--- src/swc_regs.svh ---
/*
 * Register offsets, field positions, masks, reset values and status bits of the
 * selective-wake configuration slice. Assumes inclusion by bare name.
 */
`ifndef SWC_REGS_SVH
`define SWC_REGS_SVH

// Register indices; the bus byte address is four times the index
`define SWC_IDX_CTRL        8'h20
`define SWC_IDX_QPB         8'h21
`define SWC_IDX_SPP         8'h22
`define SWC_IDX_IDH         8'h23
`define SWC_IDX_OPT         8'h30
`define SWC_IDX_STAT        8'h31
`define SWC_IDX_EVT         8'h32
`define SWC_ADDR_W          10

// Control register fields
`define SWC_CTRL_OSC_CAL    7
`define SWC_CTRL_KEY_HI     6
`define SWC_CTRL_KEY_LO     5
`define SWC_CTRL_TO_IE      4
`define SWC_CTRL_WAKE_CONFIG_VALID    0
`define SWC_KEY_UNLOCK      2'h3
`define SWC_CTRL_WR_MASK    8'hf1
`define SWC_CTRL_KEEP_MASK  8'hf0
`define SWC_SPP_MASK        8'h3f

// Reset values
`define SWC_CTRL_RST        8'h00
`define SWC_QPB_RST         8'ha0
`define SWC_SPP_RST         8'h33
`define SWC_IDH_RST         8'h00
`define SWC_OPT_RST         8'h00

// Status bits in the status register
`define SWC_STAT_TO_FLAG    0
`define SWC_STAT_SWK_EN     1
`define SWC_STAT_CAL_ACT    2
`define SWC_STAT_UNLOCK     3

`endif

--- src/swc_pkg.sv ---
/*
 * Types of the selective-wake configuration slice.
 * Assumes swc_regs.svh constants are used alongside.
 */
package swc_pkg;
    typedef enum logic [1:0] {
        SWC_PH_IDLE,
        SWC_PH_ACCESS
    } swc_phase_e;

    typedef struct packed {
        logic [7:0] ctrl;
        logic [7:0] quanta_per_bit;
        logic [7:0] sample_point;
        logic [7:0] wake_id_high_byte;
        logic [7:0] low_power_receiver_option_reg;
        logic       bus_timeout_flag;
        logic       irq;
        logic       cal_ref;
        logic       pready;
        logic [31:0] prdata;
        logic       pslverr;
    } swc_state_s;
endpackage : swc_pkg

--- src/swc_if.sv ---
/*
 * Interface between the register file and the match front end.
 * Assumes both ends run on pclk.
 */
`timescale 1ns/1ps
`default_nettype none
interface swc_if;
    logic        swk_enable;
    logic [7:0]  wake_id_high_byte;
    logic [10:0] std_id_rx;
    logic        std_id_valid;
    logic        id_match;

    modport regs (output swk_enable, output wake_id_high_byte, input id_match);
    modport match (input swk_enable, input wake_id_high_byte, input std_id_rx,
                   input std_id_valid, output id_match);
endinterface : swc_if
`default_nettype wire

--- src/swc_wake_config.sv ---
/*
 * Selective-wake configuration registers behind an APB slave: calibration
 * enable and unlock key, time-out interrupt enable, configuration-valid
 * handshake, bit timing and upper wake identifier byte.
 * Assumes APB signals and device inputs are synchronous to pclk.
 */
// Function
// - Calibration mode bit 7 enables calibration
// - Key field 11 alone unlocks recalibration
// - Unlocked calibration uses transmit pin reference
// - Option register writable only when unlocked
// - Time-out enable bit gates interrupt pin
// - Time-out flag set only with selective wake
// - Selective wake enabled only while config valid
// - Config valid cleared on wake, reset, change
// - Reserved bits read as zero
// - Quanta per bit uses whole byte
// - Sample point is six-bit fraction
// - Identifier high byte bit 7 is 28
// - Standard identifier bits 28..21 compared
// - Restart keeps upper nibble, clears lower
// - Reset values A0 and 33, kept on restart
`include "swc_regs.svh"
`timescale 1ns/1ps
`default_nettype none
module swc_wake_config (
    input  wire logic                    pclk,
    input  wire logic                    presetn,
    input  wire logic                    psel,
    input  wire logic                    penable,
    input  wire logic                    pwrite,
    input  wire logic [`SWC_ADDR_W-1:0]  paddr,
    input  wire logic [31:0]             pwdata,
    input  wire logic [3:0]              pstrb,
    output logic      [31:0]             prdata,
    output logic                         pready,
    output logic                         pslverr,
    input  wire logic                    soft_reset,
    input  wire logic                    restart_entry,
    input  wire logic                    wake_event,
    input  wire logic                    swk_transceiver_mode,
    input  wire logic                    bus_timeout,
    input  wire logic                    transmit_data_pin,
    input  wire logic [10:0]             std_id_rx,
    input  wire logic                    std_id_valid,
    output logic                         irq_n,
    output logic                         osc_cal_enable,
    output logic                         recal_unlocked,
    output logic                         cal_sync_ref,
    output logic                         swk_enable,
    output logic [7:0]                   quanta_per_bit,
    output logic [5:0]                   sample_point,
    output logic [7:0]                   low_power_receiver_option_reg,
    output logic                         id_match
);
    swc_pkg::swc_state_s state;
    swc_pkg::swc_state_s next_state;
    swc_pkg::swc_phase_e phase;
    swc_pkg::swc_phase_e next_phase;
    swc_if               mif ();
    logic                swk_en_q;
    logic                unlocked_q;
    logic                match_q;

    ////////////////////////////////////////////////////////////////////////////
    // Helpers

    // Word-aligned register decode, low two address bits ignored
    function automatic logic hit(input logic [`SWC_ADDR_W-1:0] a, input logic [7:0] idx);
        hit = (a[`SWC_ADDR_W-1:2] == {idx[7:0]});
    endfunction

    // Key field holds the only unlocking pattern
    function automatic logic is_unlocked(input logic [7:0] c);
        is_unlocked = (c[`SWC_CTRL_KEY_HI:`SWC_CTRL_KEY_LO] == `SWC_KEY_UNLOCK);
    endfunction

    // Listed addresses answered without an error; decided with pready so pslverr stands with it
    function automatic logic known(input logic [`SWC_ADDR_W-1:0] a);
        known = hit(a, `SWC_IDX_CTRL) || hit(a, `SWC_IDX_QPB) || hit(a, `SWC_IDX_SPP)
                || hit(a, `SWC_IDX_IDH) || hit(a, `SWC_IDX_OPT)
                || hit(a, `SWC_IDX_STAT) || hit(a, `SWC_IDX_EVT);
    endfunction

    ////////////////////////////////////////////////////////////////////////////
    // Match front end

    swc_id_match u_match (
        .pclk    (pclk),
        .presetn (presetn),
        .bus     (mif)
    );

    assign mif.swk_enable        = state.ctrl[`SWC_CTRL_WAKE_CONFIG_VALID] && swk_transceiver_mode;
    assign mif.wake_id_high_byte = state.wake_id_high_byte;
    assign mif.std_id_rx         = std_id_rx;
    assign mif.std_id_valid      = std_id_valid;

    ////////////////////////////////////////////////////////////////////////////
    // Next state: APB access, config-valid handshake, time-out flag
    logic        wr_now;
    logic        rd_now;
    logic [7:0]  wbyte;
    logic [7:0]  rbyte;
    logic [7:0]  status;

    always_comb begin
        next_state = state;
        next_phase = phase;
        wr_now = 1'b0;
        rd_now = 1'b0;
        wbyte  = pwdata[7:0];
        rbyte  = 8'h00;
        status = 8'h00;
        next_state.pready = 1'b0;
        next_state.pslverr = 1'b0;

        // One wait state: setup, then access answered on the next edge
        unique case (phase)
            swc_pkg::SWC_PH_IDLE: begin
                if (psel && !penable) begin
                    next_phase = swc_pkg::SWC_PH_ACCESS;
                end
            end
            swc_pkg::SWC_PH_ACCESS: begin
                if (psel && penable && !state.pready) begin
                    next_state.pready = 1'b1;
                    next_state.pslverr = !known(paddr);
                    rd_now = !pwrite;
                end else if (state.pready) begin
                    // Write commits on the edge the master sees pready, never before
                    next_phase = swc_pkg::SWC_PH_IDLE;
                    wr_now = psel && penable && pwrite && pstrb[0];
                end
            end
        endcase

        status[`SWC_STAT_TO_FLAG] = state.bus_timeout_flag;
        status[`SWC_STAT_SWK_EN]  = mif.swk_enable;
        status[`SWC_STAT_CAL_ACT] = state.cal_ref;
        status[`SWC_STAT_UNLOCK]  = is_unlocked(state.ctrl);

        if (wr_now) begin
            if (hit(paddr, `SWC_IDX_CTRL)) begin
                // Reserved bits 3:1 never store; config valid written as given
                next_state.ctrl = wbyte & `SWC_CTRL_WR_MASK;
            end else if (hit(paddr, `SWC_IDX_QPB)) begin
                next_state.quanta_per_bit = wbyte;
                next_state.ctrl[`SWC_CTRL_WAKE_CONFIG_VALID] = 1'b0;
            end else if (hit(paddr, `SWC_IDX_SPP)) begin
                next_state.sample_point = wbyte & `SWC_SPP_MASK;
                next_state.ctrl[`SWC_CTRL_WAKE_CONFIG_VALID] = 1'b0;
            end else if (hit(paddr, `SWC_IDX_IDH)) begin
                next_state.wake_id_high_byte = wbyte;
                next_state.ctrl[`SWC_CTRL_WAKE_CONFIG_VALID] = 1'b0;
            end else if (hit(paddr, `SWC_IDX_OPT)) begin
                // Locked writes are dropped silently, bus still sees OKAY
                if (is_unlocked(state.ctrl)) begin
                    next_state.low_power_receiver_option_reg = wbyte;
                end
            end else if (hit(paddr, `SWC_IDX_EVT)) begin
                // Write one to clear; a time-out this cycle still wins below
                if (wbyte[`SWC_STAT_TO_FLAG]) begin
                    next_state.bus_timeout_flag = 1'b0;
                end
            end
        end

        if (rd_now) begin
            if (hit(paddr, `SWC_IDX_CTRL)) begin
                rbyte = state.ctrl & `SWC_CTRL_WR_MASK;
            end else if (hit(paddr, `SWC_IDX_QPB)) begin
                rbyte = state.quanta_per_bit;
            end else if (hit(paddr, `SWC_IDX_SPP)) begin
                rbyte = state.sample_point & `SWC_SPP_MASK;
            end else if (hit(paddr, `SWC_IDX_IDH)) begin
                rbyte = state.wake_id_high_byte;
            end else if (hit(paddr, `SWC_IDX_OPT)) begin
                rbyte = state.low_power_receiver_option_reg;
            end else if (hit(paddr, `SWC_IDX_STAT) || hit(paddr, `SWC_IDX_EVT)) begin
                rbyte = status;
            end
            next_state.prdata = {24'h00_0000, rbyte};
        end

        // Time-out is only recorded with selective wake transceiver mode
        if (bus_timeout && swk_transceiver_mode) begin
            next_state.bus_timeout_flag = 1'b1;
        end

        // Any wake ends the validated configuration
        if (wake_event) begin
            next_state.ctrl[`SWC_CTRL_WAKE_CONFIG_VALID] = 1'b0;
        end

        // Restart keeps upper nibble and bit timing, clears lower nibble
        if (restart_entry) begin
            next_state.ctrl = state.ctrl & `SWC_CTRL_KEEP_MASK;
        end

        // Soft reset returns every configuration register and the time-out flag to power-on values
        if (soft_reset) begin
            next_state.ctrl = `SWC_CTRL_RST;
            next_state.quanta_per_bit = `SWC_QPB_RST;
            next_state.sample_point = `SWC_SPP_RST;
            next_state.wake_id_high_byte = `SWC_IDH_RST;
            next_state.low_power_receiver_option_reg = `SWC_OPT_RST;
            next_state.bus_timeout_flag = 1'b0;
        end

        // Interrupt pin reflects the flag only while enabled
        next_state.irq = next_state.bus_timeout_flag && next_state.ctrl[`SWC_CTRL_TO_IE];

        // Trim reference taken from transmit pin only while unlocked
        next_state.cal_ref = next_state.ctrl[`SWC_CTRL_OSC_CAL] && is_unlocked(next_state.ctrl)
                             && transmit_data_pin;
    end

    ////////////////////////////////////////////////////////////////////////////
    // State registers
    always_ff @(posedge pclk or negedge presetn) begin
        if (!presetn) begin
            state <= '0;
            state.quanta_per_bit <= `SWC_QPB_RST;
            state.sample_point <= `SWC_SPP_RST;
            phase <= swc_pkg::SWC_PH_IDLE;
            swk_en_q <= 1'b0;
            unlocked_q <= 1'b0;
            match_q <= 1'b0;
        end else begin
            state <= next_state;
            phase <= next_phase;
            swk_en_q <= mif.swk_enable;
            unlocked_q <= is_unlocked(next_state.ctrl);
            match_q <= mif.id_match;
        end
    end

    ////////////////////////////////////////////////////////////////////////////
    // Outputs, all from flip-flops
    assign prdata         = state.prdata;
    assign pready         = state.pready;
    assign pslverr        = state.pslverr;
    assign irq_n          = !state.irq;
    assign osc_cal_enable = state.ctrl[`SWC_CTRL_OSC_CAL];
    assign recal_unlocked = unlocked_q;
    assign cal_sync_ref   = state.cal_ref;
    assign swk_enable     = swk_en_q;
    assign quanta_per_bit = state.quanta_per_bit;
    assign sample_point   = state.sample_point[5:0];
    assign low_power_receiver_option_reg = state.low_power_receiver_option_reg;
    assign id_match       = match_q;
endmodule // swc_wake_config
`default_nettype wire

--- src/swc_id_match.sv ---
/*
 * Compares the upper byte of a received standard identifier with the stored
 * wake identifier byte. Assumes identifiers arrive synchronous to pclk.
 */
`timescale 1ns/1ps
`default_nettype none
module swc_id_match (
    input  wire logic pclk,
    input  wire logic presetn,
    swc_if.match      bus
);
    typedef struct packed {
        logic hit;
    } swc_match_s;

    swc_match_s state;
    swc_match_s next_state;

    ////////////////////////////////////////////////////////////////////////////
    // Standard id sits in bits 28..18, so its top eight bits meet byte 28..21
    always_comb begin
        next_state = state;
        if (bus.std_id_valid) begin
            next_state.hit = bus.swk_enable && (bus.std_id_rx[10:3] == bus.wake_id_high_byte);
        end
    end

    always_ff @(posedge pclk or negedge presetn) begin
        if (!presetn) begin
            state <= '0;
        end else begin
            state <= next_state;
        end
    end

    assign bus.id_match = state.hit;
endmodule // swc_id_match
`default_nettype wire

--- config.mk ---
export PLATFORM = sky130hd
export DESIGN_NAME = swc_wake_config
export DESIGN_NICKNAME = d
export VERILOG_FILES = /design/src/swc_pkg.sv /design/src/swc_if.sv /design/src/swc_wake_config.sv /design/src/swc_id_match.sv
export VERILOG_INCLUDE_DIRS = /design/src
export SDC_FILE = /design/constraint.sdc
export NUM_CORES = 1
export LEC_CHECK = 0
export BUFFER_PORTS_ARGS = -buffer_cell sky130_fd_sc_hd__buf_4
export CAP_MARGIN = 30
export CORE_UTILIZATION = 48
export CTS_CLUSTER_DIAMETER = 200
export DETAILED_ROUTE_END_ITERATION = 16
export GPL_TIMING_DRIVEN = 0
export PLACE_DENSITY = 0.85
export SLEW_MARGIN = 0
export SYNTH_ARGS = -nofsm -noshare
export SYNTH_HDL_FRONTEND = slang
export SYNTH_HIERARCHICAL = 1
export SYNTH_SLANG_ARGS = --single-unit
export TNS_END_PERCENT = 30
--- constraint.sdc ---
create_clock -name pclk -period 1.9 [get_ports pclk]
set_clock_uncertainty 0.05 [all_clocks]
set_input_delay 0.285 -clock pclk [delete_from_list [all_inputs] [get_ports pclk]]
set_output_delay 0.285 -clock pclk [all_outputs]
set_load 0.01 [all_outputs]
==> results.sh <==
export IMPL_wl_met1_um=3693
export IMPL_nNetsFinal=500
export IMPL_synthToLayoutAreaGrowth_pct=28.38
export IMPL_num_rows=29
export IMPL_ir_drop_uv=430.9
export IMPL_cts_tree="yes"
export IMPL_syn_avg_cell_area_um2=9.582
export IMPL_vias=2816
export IMPL_dr_pass1_iters=5
export IMPL_cts_max_level=2
export IMPL_grt_pass1_vias=2667
export IMPL_finalHoldViolCount=0
export IMPL_async_flop_share_pct=100.0
export IMPL_critPathKind="reg -> reg"
export IMPL_routed_top_layer="met4"
export IMPL_routed_via_density=5.532
export IMPL_tightest_slew_ns=0.6681
export IMPL_wl_met3_um=598
export IMPL_cts_path_max_buffers=2
export IMPL_antenna_found_initial=0
export IMPL_layout_drive_gt1_share_pct=37.50
export IMPL_tns_ns=0
export IMPL_leakage_nw=2.010
export IMPL_start_kind="flip-flop"
export IMPL_cts_sinks=53
export IMPL_ys_seq_area_share_pct=42.44
export IMPL_cts_buffers=5
export IMPL_cp_top_family="compound AO/OA/AOI/OAI gates"
export IMPL_crit_path_end_kind="flip-flop"
export IMPL_fin_crit_sh_pct=99.69
export IMPL_grt_pass1_wl_um=13480
export IMPL_totalWireLength_um=8479
export IMPL_place_gp_congestion=0.8943
export IMPL_min_period_ns=1.894
export IMPL_setup_viol=0
export IMPL_ios=131
export IMPL_yosysTopAreaCellShare_pct=37.42
export IMPL_critPathBufInv=1
export IMPL_grt_max_degree=54
export IMPL_dieArea_mm2=0.006876
export IMPL_synth_enable_flop_cells=0
export IMPL_grt_usage_pct=24.91
export IMPL_synth_area_leaders="dfrtp_1, buf_4, dfstp_2, a22o_1, mux2i_1"
export IMPL_route_met2_wl_um=4081
export IMPL_synth_distinct_cells=48
export IMPL_drtIter0Drc=203
export IMPL_rsz0062_at_grt="yes"
export IMPL_die_h_um=82.92
export IMPL_portBuffers=72
export IMPL_cp_arrival_ns=2.09
export IMPL_start_util_pct=49.50
export IMPL_outcome="finished, final reports clean"
export IMPL_crit_required_ns=2.10
export IMPL_ys_warn_count=6
export IMPL_fmax_mhz=528.0
export IMPL_ant_nets=0
export IMPL_dpl_hpwl_um=6267
export IMPL_cts_clk_slew_worst_paths_ns=0.09
export IMPL_maxSlewHeadroom_pct=55.46
export IMPL_synth_ff_type="dfrtp_1"
export IMPL_drv_cap=0
export IMPL_hold_path_class="in -> reg"
export IMPL_insertion_delay_ns=0.31
export IMPL_root_buffer="clkbuf_8"
export IMPL_slowest_delay_ns=0.49
export IMPL_syn_area_mm2=0.003143
export IMPL_p_per_area_mw_per_mm2=624.4
export IMPL_antenna_diode_count=0
export IMPL_overflow=0
export IMPL_path_max_fanout=8
export IMPL_cp_cell_sequence="nand2_1, or3_1, clkbuf_1, nor2_1, a21oi_2, a22o_1"
export IMPL_wl_per_cell_um=16.66
export IMPL_ys_seq_elements=53
export IMPL_die_x_um=82.92
export IMPL_slew_violations=0
export IMPL_critical_path_slowest_cell="a21oi_2"
export IMPL_synth_largest_area_cell="dfrtp_1"
export IMPL_synth_cells=328
export IMPL_fin_ws_ns=0.005942
export IMPL_drc=0
export IMPL_core_area_mm2=0.006350
export IMPL_place_ws_ns=-0.2511
[Yosys cell counts, drive strengths merged, types with 4 or more instances]
| cell type | n |
|---|---|
| a31oi | 4 |
| a21oi | 20 |
| o31ai | 4 |
| nor3 | 6 |
| a22oi | 4 |
| nand3 | 7 |
| dfstp | 6 |
| nor2b | 5 |
| nor2 | 27 |
| dfrtp | 47 |
| xnor2 | 8 |
| a22o | 17 |
| nand4 | 5 |
| nand2 | 21 |
| buf | 59 |
| inv | 13 |
| a211o | 6 |
| and2 | 6 |
| mux2i | 13 |
| o21ai | 12 |
| clkbuf | 8 |
[where the power goes]
group	internal (W)	switching (W)	total (W)
combinational	0.000200	0.000210	0.000410
clock	0.000530	0.000391	0.000921
sequential	0.00116	0.0000254	0.00119
total	0.00189	0.000626	0.00252
[final cells by class]
| class | instances | area (µm²) |
|---|---|---|
| fill | 547 | 2315 |
| multi-input combinational | 218 | 1396 |
| sequential | 53 | 1334 |
| timing repair buffer | 73 | 550.5 |
| buffer | 67 | 471.7 |
| tap | 77 | 96.34 |
| clock buffer | 5 | 68.82 |
| clock inverter | 3 | 68.82 |
| inverter | 13 | 48.80 |
[worst paths after layout]
path                                                     to  slack [ns]                  from  depth (start not counted)
max                        low_power_receiver_option_reg[0]       0.006              phase[0]                          6
min                                               state[69]        0.08            wake_event                          2
max reg2reg                low_power_receiver_option_reg[0]       0.006              phase[0]                          6
min reg2reg                                        id_match        0.36  u_match/bus.id_match                          0
max in group asynchronous                 quanta_per_bit[1]        0.86               presetn                          2
min in group asynchronous          mif.wake_id_high_byte[0]        0.50               presetn                          2
[cell families after synthesis]
group,Yosys count,share of synthesized area [%]
other,1,0.1193
adder cells (fa/ha/maj),1,0.3185
multiplexers,16,5.215
flip-flops,53,42.44
AO/OA/AOI/OAI,77,17.36
AND/OR/NAND/NOR,92,15.84
buffers and inverters,80,16.48
XOR/XNOR,8,2.229
[worst register-to-register path: cells and delay by family (launching register included)]
| kind | cells | cell delay [ns] |
|---|---|---|
| AND/OR/NAND/NOR | 3 | 0.35 |
| flip-flops | 1 | 0.42 |
| AO/OA/AOI/OAI | 2 | 0.73 |
| buffers and inverters | 1 | 0.28 |
[metal layers]
layer  vias to the layer above  global-route usage [%]
met2                       146                   40.91
li1                       1285                       -
met4                         0                   6.897
met3                        10                   3.777
met1                      1375                   34.42
met5                         -                       0
[layout by cell type, fill, tap and decap left out, types with 2 or more instances in the layout]
master / n
conb_1: 24
xnor2_1: 8
a21oi_1: 19
inv_1: 13
nor3_2: 2
nor2_1: 25
nor2b_1: 5
clkbuf_1: 8
buf_2: 2
bufinv_16: 2
a31oi_1: 4
a22oi_1: 4
a211o_1: 6
o31ai_1: 3
a22o_1: 17
and2_1: 6
dfrtp_1: 47
nand3_1: 5
mux2_2: 3
o221ai_1: 3
nand2b_1: 2
or3_1: 3
clkbuf_8: 5
nand4_1: 5
mux2i_1: 13
nor3_1: 3
o21ai_0: 12
buf_4: 127
dfstp_2: 6
nor2_2: 2
nand2_1: 20
and3_1: 3
nor4_1: 2
[per-stage QoR]
stage,cell area (µm²),std cells,hold slack (ns),util (%),power (W)
6_report,4035,509,0.07806,63.55,0.002520
3_5_place_dp,3866,500,0.3157,60.89,0.001613
2_1_floorplan,3229,351,-0.06059,-,0.001428
3_3_place_gp,3866,500,0.3045,60.89,0.001604
5_1_grt,4035,509,0.07447,63.55,0.002617
4_1_cts,4023,509,0.07390,63.35,0.002524
[repair_timing]
item / in CTS / in global routing
pin swaps: 0 / 0
resized for setup: 2 / 4
endpoints found under the hold margin: 47 / 0
endpoints found under the setup margin: 22 / 26
hold buffers: 1 / 0
buffers inserted: 0 / 0
(Power assumes the default switching activity.)
